`config.mk`:
```
export PLATFORM = sky130hd
export DESIGN_NAME = video_input_capture
export DESIGN_NICKNAME = d
export VERILOG_FILES = /design/src/include/video_capture_pkg.sv /design/src/include/pixel_stream_if.sv /design/src/logic/video_input_capture.sv /design/src/logic/pixel_fifo.sv
export SDC_FILE = /design/constraint.sdc
export NUM_CORES = 1
export LEC_CHECK = 0
export BUFFER_PORTS_ARGS = -buffer_cell sky130_fd_sc_hd__buf_2
export CORE_AREA = 2 2 155 157
export DETAILED_ROUTE_END_ITERATION = 16
export DIE_AREA = 0 0 157 159
export HOLD_SLACK_MARGIN = 0.15
export PLACE_DENSITY = 0.72
export REMOVE_ABC_BUFFERS = 1
export SLEW_MARGIN = 20
export SYNTH_ARGS = -nofsm -noshare
export SYNTH_HDL_FRONTEND = slang
export SYNTH_SLANG_ARGS = --single-unit
```
`constraint.sdc`:
```
create_clock -name clk -period 2.4 [get_ports clk]
set_input_delay 0.12 -clock clk [delete_from_list [all_inputs] [get_ports clk]]
set_output_delay 0.12 -clock clk [all_outputs]
set_load 0.02 [all_outputs]
```
`src/include/video_capture_pkg.sv`:
```
// Constants and types shared by the video input capture block.
// Assumes one 40 MHz core clock samples every pin of both ports.
package video_capture_pkg;

  // ----------------------------------------
  // Widths
  // ----------------------------------------
  localparam int CHAN_W = 10;
  localparam int NUM_CHAN = 3;
  localparam int PIX_W = CHAN_W * NUM_CHAN;
  // Bit n of a channel weighs 2^(n-2): two fraction bits
  localparam int FRAC_BITS = 2;
  localparam int LANES = 5;
  localparam int SER_BITS = 7;
  localparam int WORD_W = LANES * SER_BITS;
  localparam int FIFO_DEPTH = 4;
  localparam int SYNC_W = 2 + LANES + PIX_W;

  // ----------------------------------------
  // Timing
  // ----------------------------------------
  localparam int CLK_HZ = 40_000_000;
  localparam int LINK_MAX_HZ = 90_000_000;
  // Fewest core cycles between two link clock edges still accepted
  localparam int LINK_GAP_CYC_RAW = (CLK_HZ + LINK_MAX_HZ - 1) / LINK_MAX_HZ;
  localparam int LINK_GAP_CYC = (LINK_GAP_CYC_RAW < 1) ? 1 : LINK_GAP_CYC_RAW;

  // ----------------------------------------
  // Reset values and encodings
  // ----------------------------------------
  localparam logic [1:0] SRC_OE_N_RST = 2'h3;
  localparam logic [2:0] SER_CNT_LAST = 3'h6;
  localparam logic [1:0] CHAN_SEL_A = 2'h0;
  localparam logic [1:0] CHAN_SEL_B = 2'h1;
  localparam logic [1:0] CHAN_SEL_C = 2'h2;

  typedef enum logic [1:0] {
    FMT_8BIT,
    FMT_9BIT,
    FMT_10BIT_LANE_D,
    FMT_10BIT_LANE_E
  } link_format_t;

  typedef enum logic {
    IN_PORT1,
    IN_PORT2
  } input_select_t;

endpackage

```
`src/include/pixel_stream_if.sv`:
```
// Valid/ready pixel stream between the capture logic and its FIFO.
// Assumes both ends run on the same core clock.
`timescale 1ns/1ps
interface pixel_stream_if #(parameter int W = 30) ();
  logic valid;
  logic ready;
  logic [W-1:0] data;
  modport src (output valid, output data, input ready);
  modport snk (input valid, input data, output ready);
endinterface

```
`src/logic/video_input_capture.sv`:
```
// Capture of the parallel pixel port and the serial pixel link.
// Assumes all pins are asynchronous to clk and slow enough to sample.
//
// How it works
// - Drive enable selecting one of two shared sources
// - Any channel may feed any logical colour
// - Channel bit n weighs 2^(n-2), pixel clock sampled
// - Bit 9 weighs 128, same capture clock
// - Serial link deserialised into parallel pixel words
// - One link clock, five lanes, link clock sampling
// - Link accepted up to 90 MHz effective rate
// - Four selectable lane-to-bit mapping formats
`timescale 1ns/1ps
module video_input_capture
  import video_capture_pkg::*;
(
  // Clock and reset
  input wire logic clk,
  input wire logic resetn,
  input wire logic ce,
  // Parallel pixel port
  input wire logic port1_pixel_clock,
  input wire logic [video_capture_pkg::CHAN_W-1:0] port1_chan_a,
  input wire logic [video_capture_pkg::CHAN_W-1:0] port1_chan_b,
  input wire logic [video_capture_pkg::CHAN_W-1:0] port1_chan_c,
  // Shared source control
  input wire logic port1_active_source,
  output logic [1:0] port1_source_oe_n,
  // Serial pixel link
  input wire logic serial_link_clock_pair,
  input wire logic serial_lane_a_pos,
  input wire logic serial_lane_b_pos,
  input wire logic serial_lane_c_pos,
  input wire logic serial_lane_d_pos,
  input wire logic serial_lane_e_pos,
  // Configuration
  input wire video_capture_pkg::input_select_t input_select,
  input wire video_capture_pkg::link_format_t link_format,
  input wire logic [1:0] comp0_chan_sel,
  input wire logic [1:0] comp1_chan_sel,
  input wire logic [1:0] comp2_chan_sel,
  // Pixel output
  output logic pix_valid,
  output logic [video_capture_pkg::PIX_W-1:0] pix_data,
  input wire logic pix_ready,
  output logic pix_dropped,
  output logic link_too_fast
);
  import video_capture_pkg::*;

  // ----------------------------------------
  // Helper functions
  // ----------------------------------------
  function automatic logic [CHAN_W-1:0] pick_chan(input logic [PIX_W-1:0] p,
                                                  input logic [1:0] sel);
    logic [CHAN_W-1:0] r;
    r = '0;
    if (sel == CHAN_SEL_A) r = p[CHAN_W-1:0];
    else if (sel == CHAN_SEL_B) r = p[2*CHAN_W-1:CHAN_W];
    else if (sel == CHAN_SEL_C) r = p[3*CHAN_W-1:2*CHAN_W];
    return r;
  endfunction

  function automatic logic [PIX_W-1:0] map_link(input link_format_t fmt,
                                                input logic [WORD_W-1:0] w);
    logic [6:0] a;
    logic [6:0] b;
    logic [6:0] c;
    logic [6:0] d;
    logic [6:0] e;
    logic [PIX_W-1:0] r;
    {e, d, c, b, a} = w;
    r = '0;
    unique case (fmt)
      FMT_8BIT: r = {c[6:2], d[2:0], 2'h0, b[6:1], c[1:0], 2'h0, a, b[0], 2'h0};
      FMT_9BIT: r = {c[6:4], d[5:0], 1'h0, b[6:2], c[3:0], 1'h0, a, b[1:0], 1'h0};
      FMT_10BIT_LANE_D: r = {c[6], d, e[1:0], b[6:3], c[5:0], a, b[2:0]};
      FMT_10BIT_LANE_E: r = {c, d[2:0], b, e[5:3], a, e[2:0]};
    endcase
    return r;
  endfunction

  // ----------------------------------------
  // Pin synchronisers
  // ----------------------------------------
  wire [SYNC_W-1:0] pins;
  logic [SYNC_W-1:0] sync1_q;
  logic [SYNC_W-1:0] sync2_q;
  logic p1_clk_last_q;
  logic link_clk_last_q;

  assign pins = {port1_pixel_clock, serial_link_clock_pair,
                 serial_lane_e_pos, serial_lane_d_pos, serial_lane_c_pos,
                 serial_lane_b_pos, serial_lane_a_pos,
                 port1_chan_c, port1_chan_b, port1_chan_a};

  always_ff @(posedge clk) begin
    if (!resetn) begin
      sync1_q <= '0;
      sync2_q <= '0;
      p1_clk_last_q <= 1'b0;
      link_clk_last_q <= 1'b0;
    end else if (ce) begin
      sync1_q <= pins;
      sync2_q <= sync1_q;
      p1_clk_last_q <= sync2_q[SYNC_W-1];
      link_clk_last_q <= sync2_q[SYNC_W-2];
    end
  end

  wire [PIX_W-1:0] p1_pins_s;
  wire [LANES-1:0] lanes_s;
  wire p1_edge;
  wire link_edge;
  assign p1_pins_s = sync2_q[PIX_W-1:0];
  assign lanes_s = sync2_q[PIX_W+LANES-1:PIX_W];
  assign p1_edge = sync2_q[SYNC_W-1] & ~p1_clk_last_q;
  assign link_edge = sync2_q[SYNC_W-2] & ~link_clk_last_q;

  // ----------------------------------------
  // Parallel port channel swap
  // ----------------------------------------
  // per-component channel select
  wire [PIX_W-1:0] p1_swapped;
  assign p1_swapped = {pick_chan(p1_pins_s, comp2_chan_sel),
                       pick_chan(p1_pins_s, comp1_chan_sel),
                       pick_chan(p1_pins_s, comp0_chan_sel)};
  // bit 9 kept as channel MSB

  // ----------------------------------------
  // Shared source enable
  // ----------------------------------------
  logic [1:0] src_oe_n_q;
  always_ff @(posedge clk) begin
    if (!resetn) begin
      src_oe_n_q <= SRC_OE_N_RST;
    end else if (ce) begin
      src_oe_n_q <= {~port1_active_source, port1_active_source};
    end
  end
  assign port1_source_oe_n = src_oe_n_q;

  // ----------------------------------------
  // Serial link deserialiser
  // ----------------------------------------
  logic [WORD_W-1:0] ser_q;
  logic [2:0] ser_cnt_q;
  logic [7:0] gap_cnt_q;
  logic too_fast_q;
  wire [WORD_W-1:0] ser_d;
  wire word_done;
  wire gap_short;
  genvar g;
  // shift each lane one bit per edge
  generate
    for (g = 0; g < LANES; g++) begin : g_lane
      assign ser_d[g*SER_BITS +: SER_BITS] =
        {ser_q[g*SER_BITS +: SER_BITS-1], lanes_s[g]};
    end
  endgenerate
  assign word_done = link_edge & (ser_cnt_q == SER_CNT_LAST);
  assign gap_short = link_edge & (gap_cnt_q < 8'(LINK_GAP_CYC));

  always_ff @(posedge clk) begin
    if (!resetn) begin
      ser_q <= '0;
      ser_cnt_q <= '0;
      gap_cnt_q <= '0;
      too_fast_q <= 1'b0;
    end else if (ce) begin
      if (link_edge) begin
        ser_q <= ser_d;
        ser_cnt_q <= word_done ? 3'h0 : ser_cnt_q + 3'h1;
        gap_cnt_q <= '0;
      end else if (gap_cnt_q != 8'hff) begin
        gap_cnt_q <= gap_cnt_q + 8'h1;
      end
      too_fast_q <= gap_short;
    end
  end
  assign link_too_fast = too_fast_q;

  wire [PIX_W-1:0] link_pix;
  assign link_pix = map_link(link_format, ser_d);

  // ----------------------------------------
  // Capture stage into FIFO
  // ----------------------------------------
  pixel_stream_if #(.W(PIX_W)) fill_if ();
  pixel_stream_if #(.W(PIX_W)) drain_if ();

  logic cap_valid_q;
  logic [PIX_W-1:0] cap_data_q;
  logic drop_q;
  wire sel_p2;
  wire new_word;
  wire [PIX_W-1:0] new_data;
  wire cap_stall;
  assign sel_p2 = (input_select == IN_PORT2);
  // one word per pixel clock edge on port 1, one per seventh link clock edge on the link
  assign new_word = sel_p2 ? word_done : p1_edge;
  assign new_data = sel_p2 ? link_pix : p1_swapped;
  assign cap_stall = cap_valid_q & ~fill_if.ready;
  assign fill_if.valid = cap_valid_q;
  assign fill_if.data = cap_data_q;

  always_ff @(posedge clk) begin
    if (!resetn) begin
      cap_valid_q <= 1'b0;
      cap_data_q <= '0;
      drop_q <= 1'b0;
    end else if (ce) begin
      cap_valid_q <= new_word | cap_stall;
      if (new_word && !cap_stall) cap_data_q <= new_data;
      drop_q <= new_word & cap_stall;
    end
  end
  assign pix_dropped = drop_q;

  pixel_fifo #(.WIDTH(PIX_W), .DEPTH(FIFO_DEPTH)) u_fifo (
    .clk(clk),
    .resetn(resetn),
    .ce(ce),
    .wr(fill_if.snk),
    .rd(drain_if.src)
  );

  // ----------------------------------------
  // Registered output stage
  // ----------------------------------------
  logic out_valid_q;
  logic [PIX_W-1:0] out_data_q;
  wire out_free;
  assign out_free = ~out_valid_q | pix_ready;
  assign drain_if.ready = out_free;

  always_ff @(posedge clk) begin
    if (!resetn) begin
      out_valid_q <= 1'b0;
      out_data_q <= '0;
    end else if (ce && out_free) begin
      out_valid_q <= drain_if.valid;
      if (drain_if.valid) out_data_q <= drain_if.data;
    end
  end
  assign pix_valid = out_valid_q;
  assign pix_data = out_data_q;
endmodule // video_input_capture

```
`src/logic/pixel_fifo.sv`:
```
// Small first-in first-out buffer for captured pixel words.
// Assumes DEPTH is a power of two and at least two.
`timescale 1ns/1ps
module pixel_fifo #(
  parameter int WIDTH = 30,
  parameter int DEPTH = 4
) (
  // Clock and reset
  input wire logic clk,
  input wire logic resetn,
  input wire logic ce,
  // Fill side
  pixel_stream_if.snk wr,
  // Drain side
  pixel_stream_if.src rd
);
  localparam int PW = $clog2(DEPTH);
  localparam int CW = $clog2(DEPTH + 1);
  localparam logic [CW-1:0] FULL_CNT = CW'(DEPTH);

  logic [WIDTH-1:0] mem [DEPTH];
  logic [PW-1:0] wr_ptr_q;
  logic [PW-1:0] rd_ptr_q;
  logic [CW-1:0] cnt_q;
  wire push;
  wire pop;

  // ----------------------------------------
  // Flags and handshakes
  // ----------------------------------------
  assign wr.ready = (cnt_q != FULL_CNT);
  assign rd.valid = (cnt_q != '0);
  assign rd.data = mem[rd_ptr_q];
  assign push = wr.valid & wr.ready;
  assign pop = rd.valid & rd.ready;

  // ----------------------------------------
  // Storage and pointers
  // ----------------------------------------
  always_ff @(posedge clk) begin
    if (ce && push) begin
      mem[wr_ptr_q] <= wr.data;
    end
  end

  always_ff @(posedge clk) begin
    if (!resetn) begin
      wr_ptr_q <= '0;
      rd_ptr_q <= '0;
      cnt_q <= '0;
    end else if (ce) begin
      if (push) wr_ptr_q <= wr_ptr_q + PW'(1);
      if (pop) rd_ptr_q <= rd_ptr_q + PW'(1);
      if (push && !pop) cnt_q <= cnt_q + CW'(1);
      else if (pop && !push) cnt_q <= cnt_q - CW'(1);
    end
  end
endmodule // pixel_fifo

```
==> results of run 1 <==
## registers in the layout (all words and copies together) (netlist names), 2 cells and up
signal	count
u_fifo.mem	120
sync1_q	37
sync2_q	37
cap_data_q	30
pix_data	30
ser_q	29
gap_cnt_q	8
ser_cnt_q	3
u_fifo.cnt_q	3
port1_source_oe_n	2
u_fifo.rd_ptr_q	2
u_fifo.wr_ptr_q	2
## Yosys cell counts, drive strengths merged, types with 3 or more instances
library cell  count
dfxtp           189
buf              47
o21bai            5
xnor2             5
nor2            102
o22ai            21
ha                9
nand3b            5
nand4             3
a31oi             3
a41o              4
mux4             33
clkbuf           28
and2              7
edfxtp          120
mux2             18
a221oi           18
mux2i           108
a21oi            75
o2bb2ai          14
o21ai             3
nand3             8
a211oi           10
o32ai             8
inv              10
nand2b            4
nand2           169
nor3              4
nor2b             7
## routing by layer
| metal | wire [um] | track usage, % | up-vias | part of all wire [%] |
|---|---|---|---|---|
| li1 | - | - | 4103 | - |
| met1 | 11600 | 28.7 | 4043 | 46 |
| met2 | 12100 | 33.6 | 204 | 48 |
| met3 | 1230 | 3.08 | 32 | 4.9 |
| met4 | 354 | 4.13 | 0 | 1.4 |
| met5 | 0 | 0 | - | 0 |
## cells by family after synthesis
family          share of synthesized area [%]
xor+xnor                                0.488
mux                                      16.1
buf+inv                                  3.31
simple gates                             10.9
flops                                    58.8
fa+ha+maj                                1.06
compound gates                           9.28
## worst max path at each step
stage,startpoint,end,slack [ns],depth (start not counted)
3_5_place_dp,u_fifo.cnt_q[0]$_SDFFE_PN0P_,u_fifo.cnt_q[2]$_SDFFE_PN0P_,0.34,9
4_1_cts,u_fifo.cnt_q[0]$_SDFFE_PN0P_,u_fifo.cnt_q[2]$_SDFFE_PN0P_,0.31,9
6_report,u_fifo.cnt_q[0]$_SDFFE_PN0P_,u_fifo.cnt_q[2]$_SDFFE_PN0P_,0.32,9
2_1_floorplan,resetn,gap_cnt_q[1]$_SDFFE_PN0P_,-0.37,2
3_3_place_gp,u_fifo.cnt_q[0]$_SDFFE_PN0P_,u_fifo.cnt_q[2]$_SDFFE_PN0P_,0.40,9
5_1_grt,u_fifo.cnt_q[0]$_SDFFE_PN0P_,u_fifo.cnt_q[2]$_SDFFE_PN0P_,0.20,9
## worst max-delay path, cell delays in order, from the launching register on
cell and delay, ns:
dfxtp_1 0.37, or3_4 0.40, nand2_1 0.07, ha_1 0.18, inv_1 0.07, fa_1 0.43, xnor2_1 0.16, nand2_1 0.09
xor2_1 0.14, nor2_1 0.05
## layout make-up
cell class                 count  area [um^2]  share of cell area (%)
inverter                      11         43.8                   0.293
timing repair buffer         165         1220                    8.17
sequential                   309         7390                    49.5
clock inverter                12          195                    1.31
multi-input combinational    667         4760                    31.8
clock buffer                  46          935                    6.26
tap                          319          399                    2.67
## power groups by stage
stage	Sequential (uW)	Clock (uW)	Combinational (uW)
floorplan	6040	0	781
global placement	5840	0	1450
detailed placement	5850	0	1470
CTS	5740	5300	1550
global route	5760	5530	1680
finish	5730	5210	1530
## stage by stage
step           instances  setup TNS [ns]
3_3_place_gp        1414               0
6_report            1529               0
4_1_cts             1529               0
5_1_grt             1529               0
3_5_place_dp        1414               0
2_1_floorplan        987          -37.10
## cell usage in the layout, fill, tap and decap left out, drive strengths merged, types with 7 or more instances in the layout
master and instances:
inv 11, a221oi 18, and2 7, o22ai 21, a21oi 75, o32ai 8, dlygate4sd3 57, mux4 33
nor2 102, buf 108, mux2i 108, nand3 8, a211oi 10, clkbuf 46, nor2b 7, ha 9
edfxtp 120, dfxtp 189, mux2 18, o2bb2ai 14, nand2 169
==> impl_metrics.env, run 1 <==
export IMPL_status="finished clean"
export IMPL_swShare_pct=23.6
export IMPL_portBuffers=85
export IMPL_area_delta_synth_final_pct=18.9
export IMPL_final_hold_violation_count=0
export IMPL_fin_skew_ns=0.0171
export IMPL_rows=56
export IMPL_pre_cts_ws_ns=0.340
export IMPL_synth_warnings=0
export IMPL_hold_start="comp0_chan_sel[1]"
export IMPL_critPathArrivalTime_ns=2.52
export IMPL_drt_vias_per_instance=5.48
export IMPL_finalSetupViolCount=0
export IMPL_power_internal_uw=9540
export IMPL_dr_pass1_iters=5
export IMPL_wl_per_cell_um=16.5
export IMPL_utilization_pct=64.4
export IMPL_fmax_mhz=481
export IMPL_pwr_share_seq_pct=46.0
export IMPL_place_gp_congestion=0.815
export IMPL_die_h_um=159
export IMPL_p_leak_uw=0.00559
export IMPL_io_pins=86
export IMPL_criticalPathCategory="reg2reg"
export IMPL_rsz0062_at_grt="false"
export IMPL_vias=8382
export IMPL_total_power_uw=12500
export IMPL_yosysTopAreaCell="dfxtp_1"
export IMPL_antenna_left=0
export IMPL_drt_iter0_markers=495
export IMPL_post_cts_buffers=0
export IMPL_p_comb_share_pct=12.3
export IMPL_cts_root_buf="clkbuf_16"
export IMPL_cts_resized=0
export IMPL_cp_end_kind="flip-flop"
export IMPL_p_switching_uw=2940
export IMPL_grt_use_total_pct=20.3
export IMPL_async_reset_ff_share_pct=0
export IMPL_critPathLaunchType="flip-flop"
export IMPL_cts_max_level=1
export IMPL_fin_nets=1246
export IMPL_gr_total_overflow=0
export IMPL_drc=0
export IMPL_worstRegToRegCells=9
export IMPL_synth_edff_count=120
export IMPL_worst_endpoint_required_ns=2.84
export IMPL_fin_ws_ns=0.322
export IMPL_syn_area_mm2=0.0126
export IMPL_ys_types=62
export IMPL_cts_hold_buf=57
export IMPL_rrSetupSlack_ns=0.32
export IMPL_start_util_pct=54.2
export IMPL_grt_max_degree=70
export IMPL_clkLatencyLatePin_ns=0.56
export IMPL_hold_class="in2reg"
export IMPL_hold_worst_slack_ns=0.235
export IMPL_max_cap_viol_count=0
export IMPL_path_max_fanout=5
export IMPL_first_global_vias=8049
export IMPL_hpwl_um=15800
export IMPL_ys_ff_latch=309
export IMPL_synthCells=1062
export IMPL_ys_top_cells_by_area="dfxtp_1 (30%), edfxtp_1 (29%), mux2i_1 (8.6%)"
export IMPL_yosys_area_top_type_share_pct=30.1
export IMPL_die_area_mm2=0.0250
export IMPL_placedInstanceArea_mm2=0.0132
export IMPL_antenna_found_initial=0
export IMPL_dominantRegCellSynth="dfxtp_1"
export IMPL_cts_tree="yes"
export IMPL_holdPathEnd="cap_data_q[9]$_SDFFE_PN0P_"
export IMPL_wirelength_um=25200
export IMPL_clkTransAtPathRegs_ns=0.06
export IMPL_avgSynthCellArea_um2=11.8
export IMPL_layout_drive_gt1_share_pct=18.6
export IMPL_antenna_cells=0
export IMPL_n_fill_cell=1758
export IMPL_die_width_um=157
export IMPL_power_density_mw_per_mm2=835
export IMPL_vdd_ir_drop_worst_mv=0.555
export IMPL_hold_path_depth=5
export IMPL_r2r_end="u_fifo.cnt_q[2]$_SDFFE_PN0P_"
export IMPL_cts_inserted_buffers=31
export IMPL_grt_pass1_wl_um=41300
export IMPL_cts_num_sinks=309
export IMPL_power_share_clock_pct=41.8
export IMPL_seq_area_frac_synth_pct=58.8
export IMPL_clockBufferDepth=3
export IMPL_fin_area_mm2=0.0149
export IMPL_core_area_mm2=0.0232
export IMPL_min_period_ns=2.08
export IMPL_timing_final_max_slew_violations=0
export IMPL_rr_startpoint="u_fifo.cnt_q[0]$_SDFFE_PN0P_"
export IMPL_slew_headroom_pct=47.0
export IMPL_post_route_period_util_pct=86.6
export IMPL_tightest_slew_ns=0.793
Note: power is estimated with default switching activity, not from simulation.
==> run 2, diff against run 1 <==
CAP_MARGIN = 20   (was unset)
HOLD_SLACK_MARGIN = 0.06   (was 0.15)
clock period = 2 ns   (was 2.4 ns; I/O delays follow)
==> run 2 against run 1 <==
Core utilization down 0.49 points. Critical path type unchanged. Count of clock-buffer cells in the layout grew 1. Worst hold slack got worse by 0.15 ns. Largest power group unchanged. Cell area is 0.75% lower. Combinational power increased by 27%. Clock skew shrank 0.0017 ns. Flip-flop and latch count is the same. Wire length grew 0.57%. Worst setup slack worse by 0.22 ns.
==> impl_metrics.env, run 2 (synthesis results as in run 1) <==
export IMPL_drt_iter0_markers=449
export IMPL_die_width_um=157
export IMPL_clkTransAtPathRegs_ns=0.06
export IMPL_wirelength_um=25400
export IMPL_total_power_uw=14600
export IMPL_hold_worst_slack_ns=0.0863
export IMPL_drt_vias_per_instance=5.40
export IMPL_criticalPathCategory="reg2reg"
export IMPL_layout_drive_gt1_share_pct=19.7
export IMPL_wl_per_cell_um=16.6
export IMPL_fin_area_mm2=0.0148
export IMPL_finalSetupViolCount=0
export IMPL_final_common_cell="dfxtp_1"
export IMPL_start_util_pct=54.2
export IMPL_min_period_ns=1.90
export IMPL_p_leak_uw=0.00554
export IMPL_io_pins=86
export IMPL_fin_skew_ns=0.0154
export IMPL_antenna_left=0
export IMPL_antenna_found_initial=0
export IMPL_area_delta_synth_final_pct=18.0
export IMPL_rows=56
export IMPL_final_hold_violation_count=0
export IMPL_vias=8237
export IMPL_rrSetupSlack_ns=0.10
export IMPL_status="finished clean"
export IMPL_startpoint="u_fifo.cnt_q[1]$_SDFFE_PN0P_"
export IMPL_largest_register_ffs=120
export IMPL_first_global_vias=7810
export IMPL_tightest_slew_ns=0.762
export IMPL_drc=0
export IMPL_largest_register="u_fifo.mem"
export IMPL_clkLatencyLatePin_ns=0.56
export IMPL_grt_pass1_wl_um=40900
export IMPL_grt_max_degree=60
export IMPL_worst_endpoint_required_ns=2.44
export IMPL_cts_max_level=1
export IMPL_slew_headroom_pct=49.1
export IMPL_fmax_mhz=527
export IMPL_hold_path_depth=3
export IMPL_critPathArrivalTime_ns=2.33
export IMPL_post_route_period_util_pct=94.8
export IMPL_die_area_mm2=0.0250
export IMPL_portBuffers=85
export IMPL_reg_largest_list="u_fifo.mem x120, sync1_q x37, sync2_q x37"
export IMPL_grt_use_total_pct=20.1
export IMPL_hold_class="in2reg"
export IMPL_vdd_ir_drop_worst_mv=0.675
export IMPL_r2r_end="u_fifo.cnt_q[2]$_SDFFE_PN0P_"
export IMPL_cts_root_buf="clkbuf_16"
export IMPL_fin_ws_ns=0.103
export IMPL_dr_pass1_iters=7
export IMPL_max_cap_viol_count=0
export IMPL_worstRegToRegCells=9
export IMPL_cts_num_sinks=309
export IMPL_rr_startpoint="u_fifo.cnt_q[1]$_SDFFE_PN0P_"
export IMPL_power_density_mw_per_mm2=985
export IMPL_critPathLaunchType="flip-flop"
export IMPL_fin_tns_setup_ns=0
export IMPL_clockBufferDepth=3
export IMPL_rsz0062_at_grt="false"
export IMPL_cp_end_kind="flip-flop"
export IMPL_holdPathEnd="port1_source_oe_n[1]$_SDFFE_PN1P_"
export IMPL_gr_total_overflow=0
export IMPL_final_cell_mix="dfxtp_1 (188), nand2_1 (168), edfxtp_1 (120)"
export IMPL_pre_cts_ws_ns=-0.00567
export IMPL_place_gp_congestion=0.778
export IMPL_antenna_cells=0
export IMPL_fin_nets=1241
export IMPL_path_max_fanout=3
export IMPL_hold_start="resetn"
export IMPL_core_area_mm2=0.0232
export IMPL_placedInstanceArea_mm2=0.0133
export IMPL_hpwl_um=15800
export IMPL_cts_inserted_buffers=31
export IMPL_die_h_um=159
export IMPL_timing_final_max_slew_violations=0
export IMPL_cts_tree="yes"
-- run 2: worst max path at each step --
stage,end,cells past startpoint
final,u_fifo.cnt_q[2]$_SDFFE_PN0P_,9
after global routing,u_fifo.cnt_q[2]$_SDFFE_PN0P_,9
after CTS,u_fifo.cnt_q[2]$_SDFFE_PN0P_,9
after global placement,u_fifo.cnt_q[2]$_SDFFE_PN0P_,9
after detailed placement,u_fifo.cnt_q[2]$_SDFFE_PN0P_,9
after floorplan,gap_cnt_q[1]$_SDFFE_PN0P_,2
-- run 2: per-layer routing --
metal	global-route usage, %	up-vias	share of wire (%)
li1	-	4087	-
met1	28.8	3937	47
met2	32.6	183	47
met3	3.48	30	5.0
met4	4.00	0	1.3
met5	0	-	0
-- run 2: power by group --
part	leakage, uW	internal (uW)	switching, uW
Combinational	0.00239	907	1030
Sequential	0.00264	6730	143
Clock	0.000509	3460	2330
-- run 2: worst max-delay path, cell delays in order, from the launching register on --
cell     delay (ns)
dfxtp_1        0.32
or3_4          0.41
nand2_2        0.08
ha_2           0.17
inv_1          0.05
fa_2           0.34
xnor2_2        0.13
nand2_1        0.08
xor2_1         0.15
nor2_1         0.05
-- run 2: final cells by class --
cell class	count	area [um^2]
fillers	1744	8360
flip-flops and latches	309	7390
multi-input cells	667	4780
repair buffers	160	1190
clock buffers	47	896
well taps	319	399
clock inverters	11	136
inverters	11	43.8
-- run 2: what timing repair did --
item	4_1_cts	5_1_grt
endpoints found under the setup margin	1	2
gates resized for setup	3	3
buffers inserted	1	1
hold endpoints to repair	43	0
hold buffers	43	0
pin swaps	1	3
-- run 2: per-stage QoR --
| step | cells | util, % |
|---|---|---|
| after floorplan | 987 | - |
| after global placement | 1421 | 57.5 |
| after detailed placement | 1421 | 57.5 |
| after CTS | 1523 | 63.8 |
| after global routing | 1524 | 63.9 |
| final | 1524 | 63.9 |
==> run 3, diff against run 2 <==
clock period = 1.9 ns   (was 2 ns; I/O delays follow)
==> run 3 against run 2 <==
Clock skew shrank 0.0043 ns. Via count is 0.92% higher. Cell area grew 0.51%. Final cell count down 0.33%. Worst setup slack got worse by 0.064 ns. Total power up 6.9%. Sequential share of layout area fell by 0.23 points.
==> impl_metrics.env, run 3 (synthesis results as in run 1) <==
export IMPL_critPathArrivalTime_ns=2.30
export IMPL_die_width_um=157
export IMPL_cts_tree="yes"
export IMPL_power_density_mw_per_mm2=1050
export IMPL_clkLatencyLatePin_ns=0.56
export IMPL_antenna_left=0
export IMPL_place_gp_congestion=0.812
export IMPL_p_comb_share_pct=13.3
export IMPL_layout_drive_gt1_share_pct=20.4
export IMPL_first_global_vias=8162
export IMPL_drc=0
export IMPL_wl_per_cell_um=16.8
export IMPL_reg_largest_list="u_fifo.mem x120, sync1_q x37, sync2_q x37"
export IMPL_die_h_um=159
export IMPL_core_area_mm2=0.0232
export IMPL_largest_register_ffs=120
export IMPL_clkTransAtPathRegs_ns=0.06
export IMPL_min_period_ns=1.86
export IMPL_fin_ws_ns=0.0399
export IMPL_start_util_pct=54.2
export IMPL_final_cell_mix="dfxtp_1 (185), nand2_1 (168), edfxtp_1 (120)"
export IMPL_largest_register="u_fifo.mem"
export IMPL_fin_skew_ns=0.0111
export IMPL_wirelength_um=25500
export IMPL_power_share_clock_pct=40.4
export IMPL_fmax_mhz=538
export IMPL_path_max_fanout=3
export IMPL_slew_headroom_pct=49.6
export IMPL_timing_final_max_slew_violations=0
export IMPL_antenna_found_initial=0
export IMPL_grt_use_total_pct=20.5
export IMPL_critPathLaunchType="flip-flop"
export IMPL_hpwl_um=15700
export IMPL_gr_total_overflow=0
export IMPL_dr_pass1_iters=5
export IMPL_drt_vias_per_instance=5.47
export IMPL_vdd_ir_drop_worst_mv=0.721
export IMPL_final_hold_violation_count=0
export IMPL_worst_endpoint_required_ns=2.34
export IMPL_cts_num_sinks=309
export IMPL_status="finished clean"
export IMPL_grt_max_degree=67
export IMPL_swShare_pct=24.2
export IMPL_portBuffers=85
export IMPL_p_leak_uw=0.00556
export IMPL_post_route_period_util_pct=97.9
export IMPL_cp_end_kind="flip-flop"
export IMPL_vias=8313
export IMPL_cts_root_buf="clkbuf_16"
export IMPL_grt_pass1_wl_um=41700
export IMPL_hold_class="in2reg"
export IMPL_hold_worst_slack_ns=0.0996
export IMPL_p_switching_uw=3780
export IMPL_clockBufferDepth=3
export IMPL_pwr_share_seq_pct=46.3
export IMPL_finalSetupViolCount=0
export IMPL_total_power_uw=15600
export IMPL_power_internal_uw=11800
export IMPL_pre_cts_ws_ns=-0.0682
export IMPL_area_delta_synth_final_pct=18.6
export IMPL_io_pins=86
export IMPL_cts_max_level=1
export IMPL_criticalPathCategory="reg2reg"
export IMPL_rrSetupSlack_ns=0.04
export IMPL_drt_iter0_markers=488
export IMPL_tightest_slew_ns=0.755
export IMPL_rsz0062_at_grt="true"
export IMPL_rows=56
export IMPL_antenna_cells=0
export IMPL_cts_inserted_buffers=31
export IMPL_final_common_cell="dfxtp_1"
export IMPL_fin_nets=1238
export IMPL_max_cap_viol_count=0
export IMPL_die_area_mm2=0.0250
[run 3: cell count changes in the layout (fill, tap and decap cells not counted), sizes merged]
cell and delta:
clkbuf -7, bufinv +1, clkinvlp +1, clkinv +2
inv +1, nand3 +1, buf -3, dlygate4sd3 -1
[run 3: what timing repair did]
item                                    in CTS  in global routing
endpoints found under the hold margin       58                  0
hold buffers                                42                  0
endpoints found under the setup margin       2                  3
cloned                                       0                  1
pin swaps                                    4                  5
setup buffers                                0                  1
resized for setup                            8                  4
[run 3: path summary, 6_finish.rpt]
check | startpoint | cells after the start | endpoint
hold reg to reg | pix_data[28]$_SDFFE_PN0P_ | 2 | pix_data[28]$_SDFFE_PN0P_
hold / removal | comp1_chan_sel[1] | 4 | cap_data_q[10]$_SDFFE_PN0P_
setup / recovery | u_fifo.cnt_q[1]$_SDFFE_PN0P_ | 9 | u_fifo.cnt_q[2]$_SDFFE_PN0P_
setup reg to reg | u_fifo.cnt_q[1]$_SDFFE_PN0P_ | 9 | u_fifo.cnt_q[2]$_SDFFE_PN0P_
[run 3: cell type report]
type / instances / area [um^2]
repair buffers: 156 / 1190
flip-flops and latches: 309 / 7390
well taps: 319 / 399
fillers: 1805 / 8290
inverters: 11 / 43.8
multi-input cells: 668 / 4800
clock buffers: 40 / 870
clock inverters: 16 / 204
[run 3: critical path, stage by stage (launching register included)]
cell,delay [ns]
dfxtp_2,0.33
or3_4,0.40
nand2_4,0.08
ha_4,0.13
inv_2,0.03
fa_2,0.34
xnor2_2,0.15
nand2_1,0.09
xor2_1,0.15
nor2_1,0.05
[run 3: power groups by stage]
stage                     logic [uW]  clock network [uW]  registers [uW]
final                           2080                6300            7240
after global routing            2290                6670            7270
after CTS                       2060                6430            7230
after detailed placement        1950                   0            7380
after global placement          1930                   0            7370
after floorplan                  987                   0            7630
[run 3: metal layers]
metal / vias up / wire length [um] / global-route usage [%]
li1: 4094 / - / -
met1: 3958 / 11300 / 28.1
met4: 0 / 317 / 4.00
met2: 237 / 12400 / 34.6
met5: - / 0 / 0
met3: 24 / 1440 / 3.73
[run 3: stage by stage]
step,cell area (um^2),util (%),TNS (ns),cells
3_5_place_dp,13400,57.6,-0.0682,1419
3_3_place_gp,13400,57.6,-0.0405,1419
2_1_floorplan,12200,-,-118.25,987
5_1_grt,14900,64.3,-0.0499,1519
6_report,14900,64.3,0,1519
4_1_cts,14900,64.1,0,1517
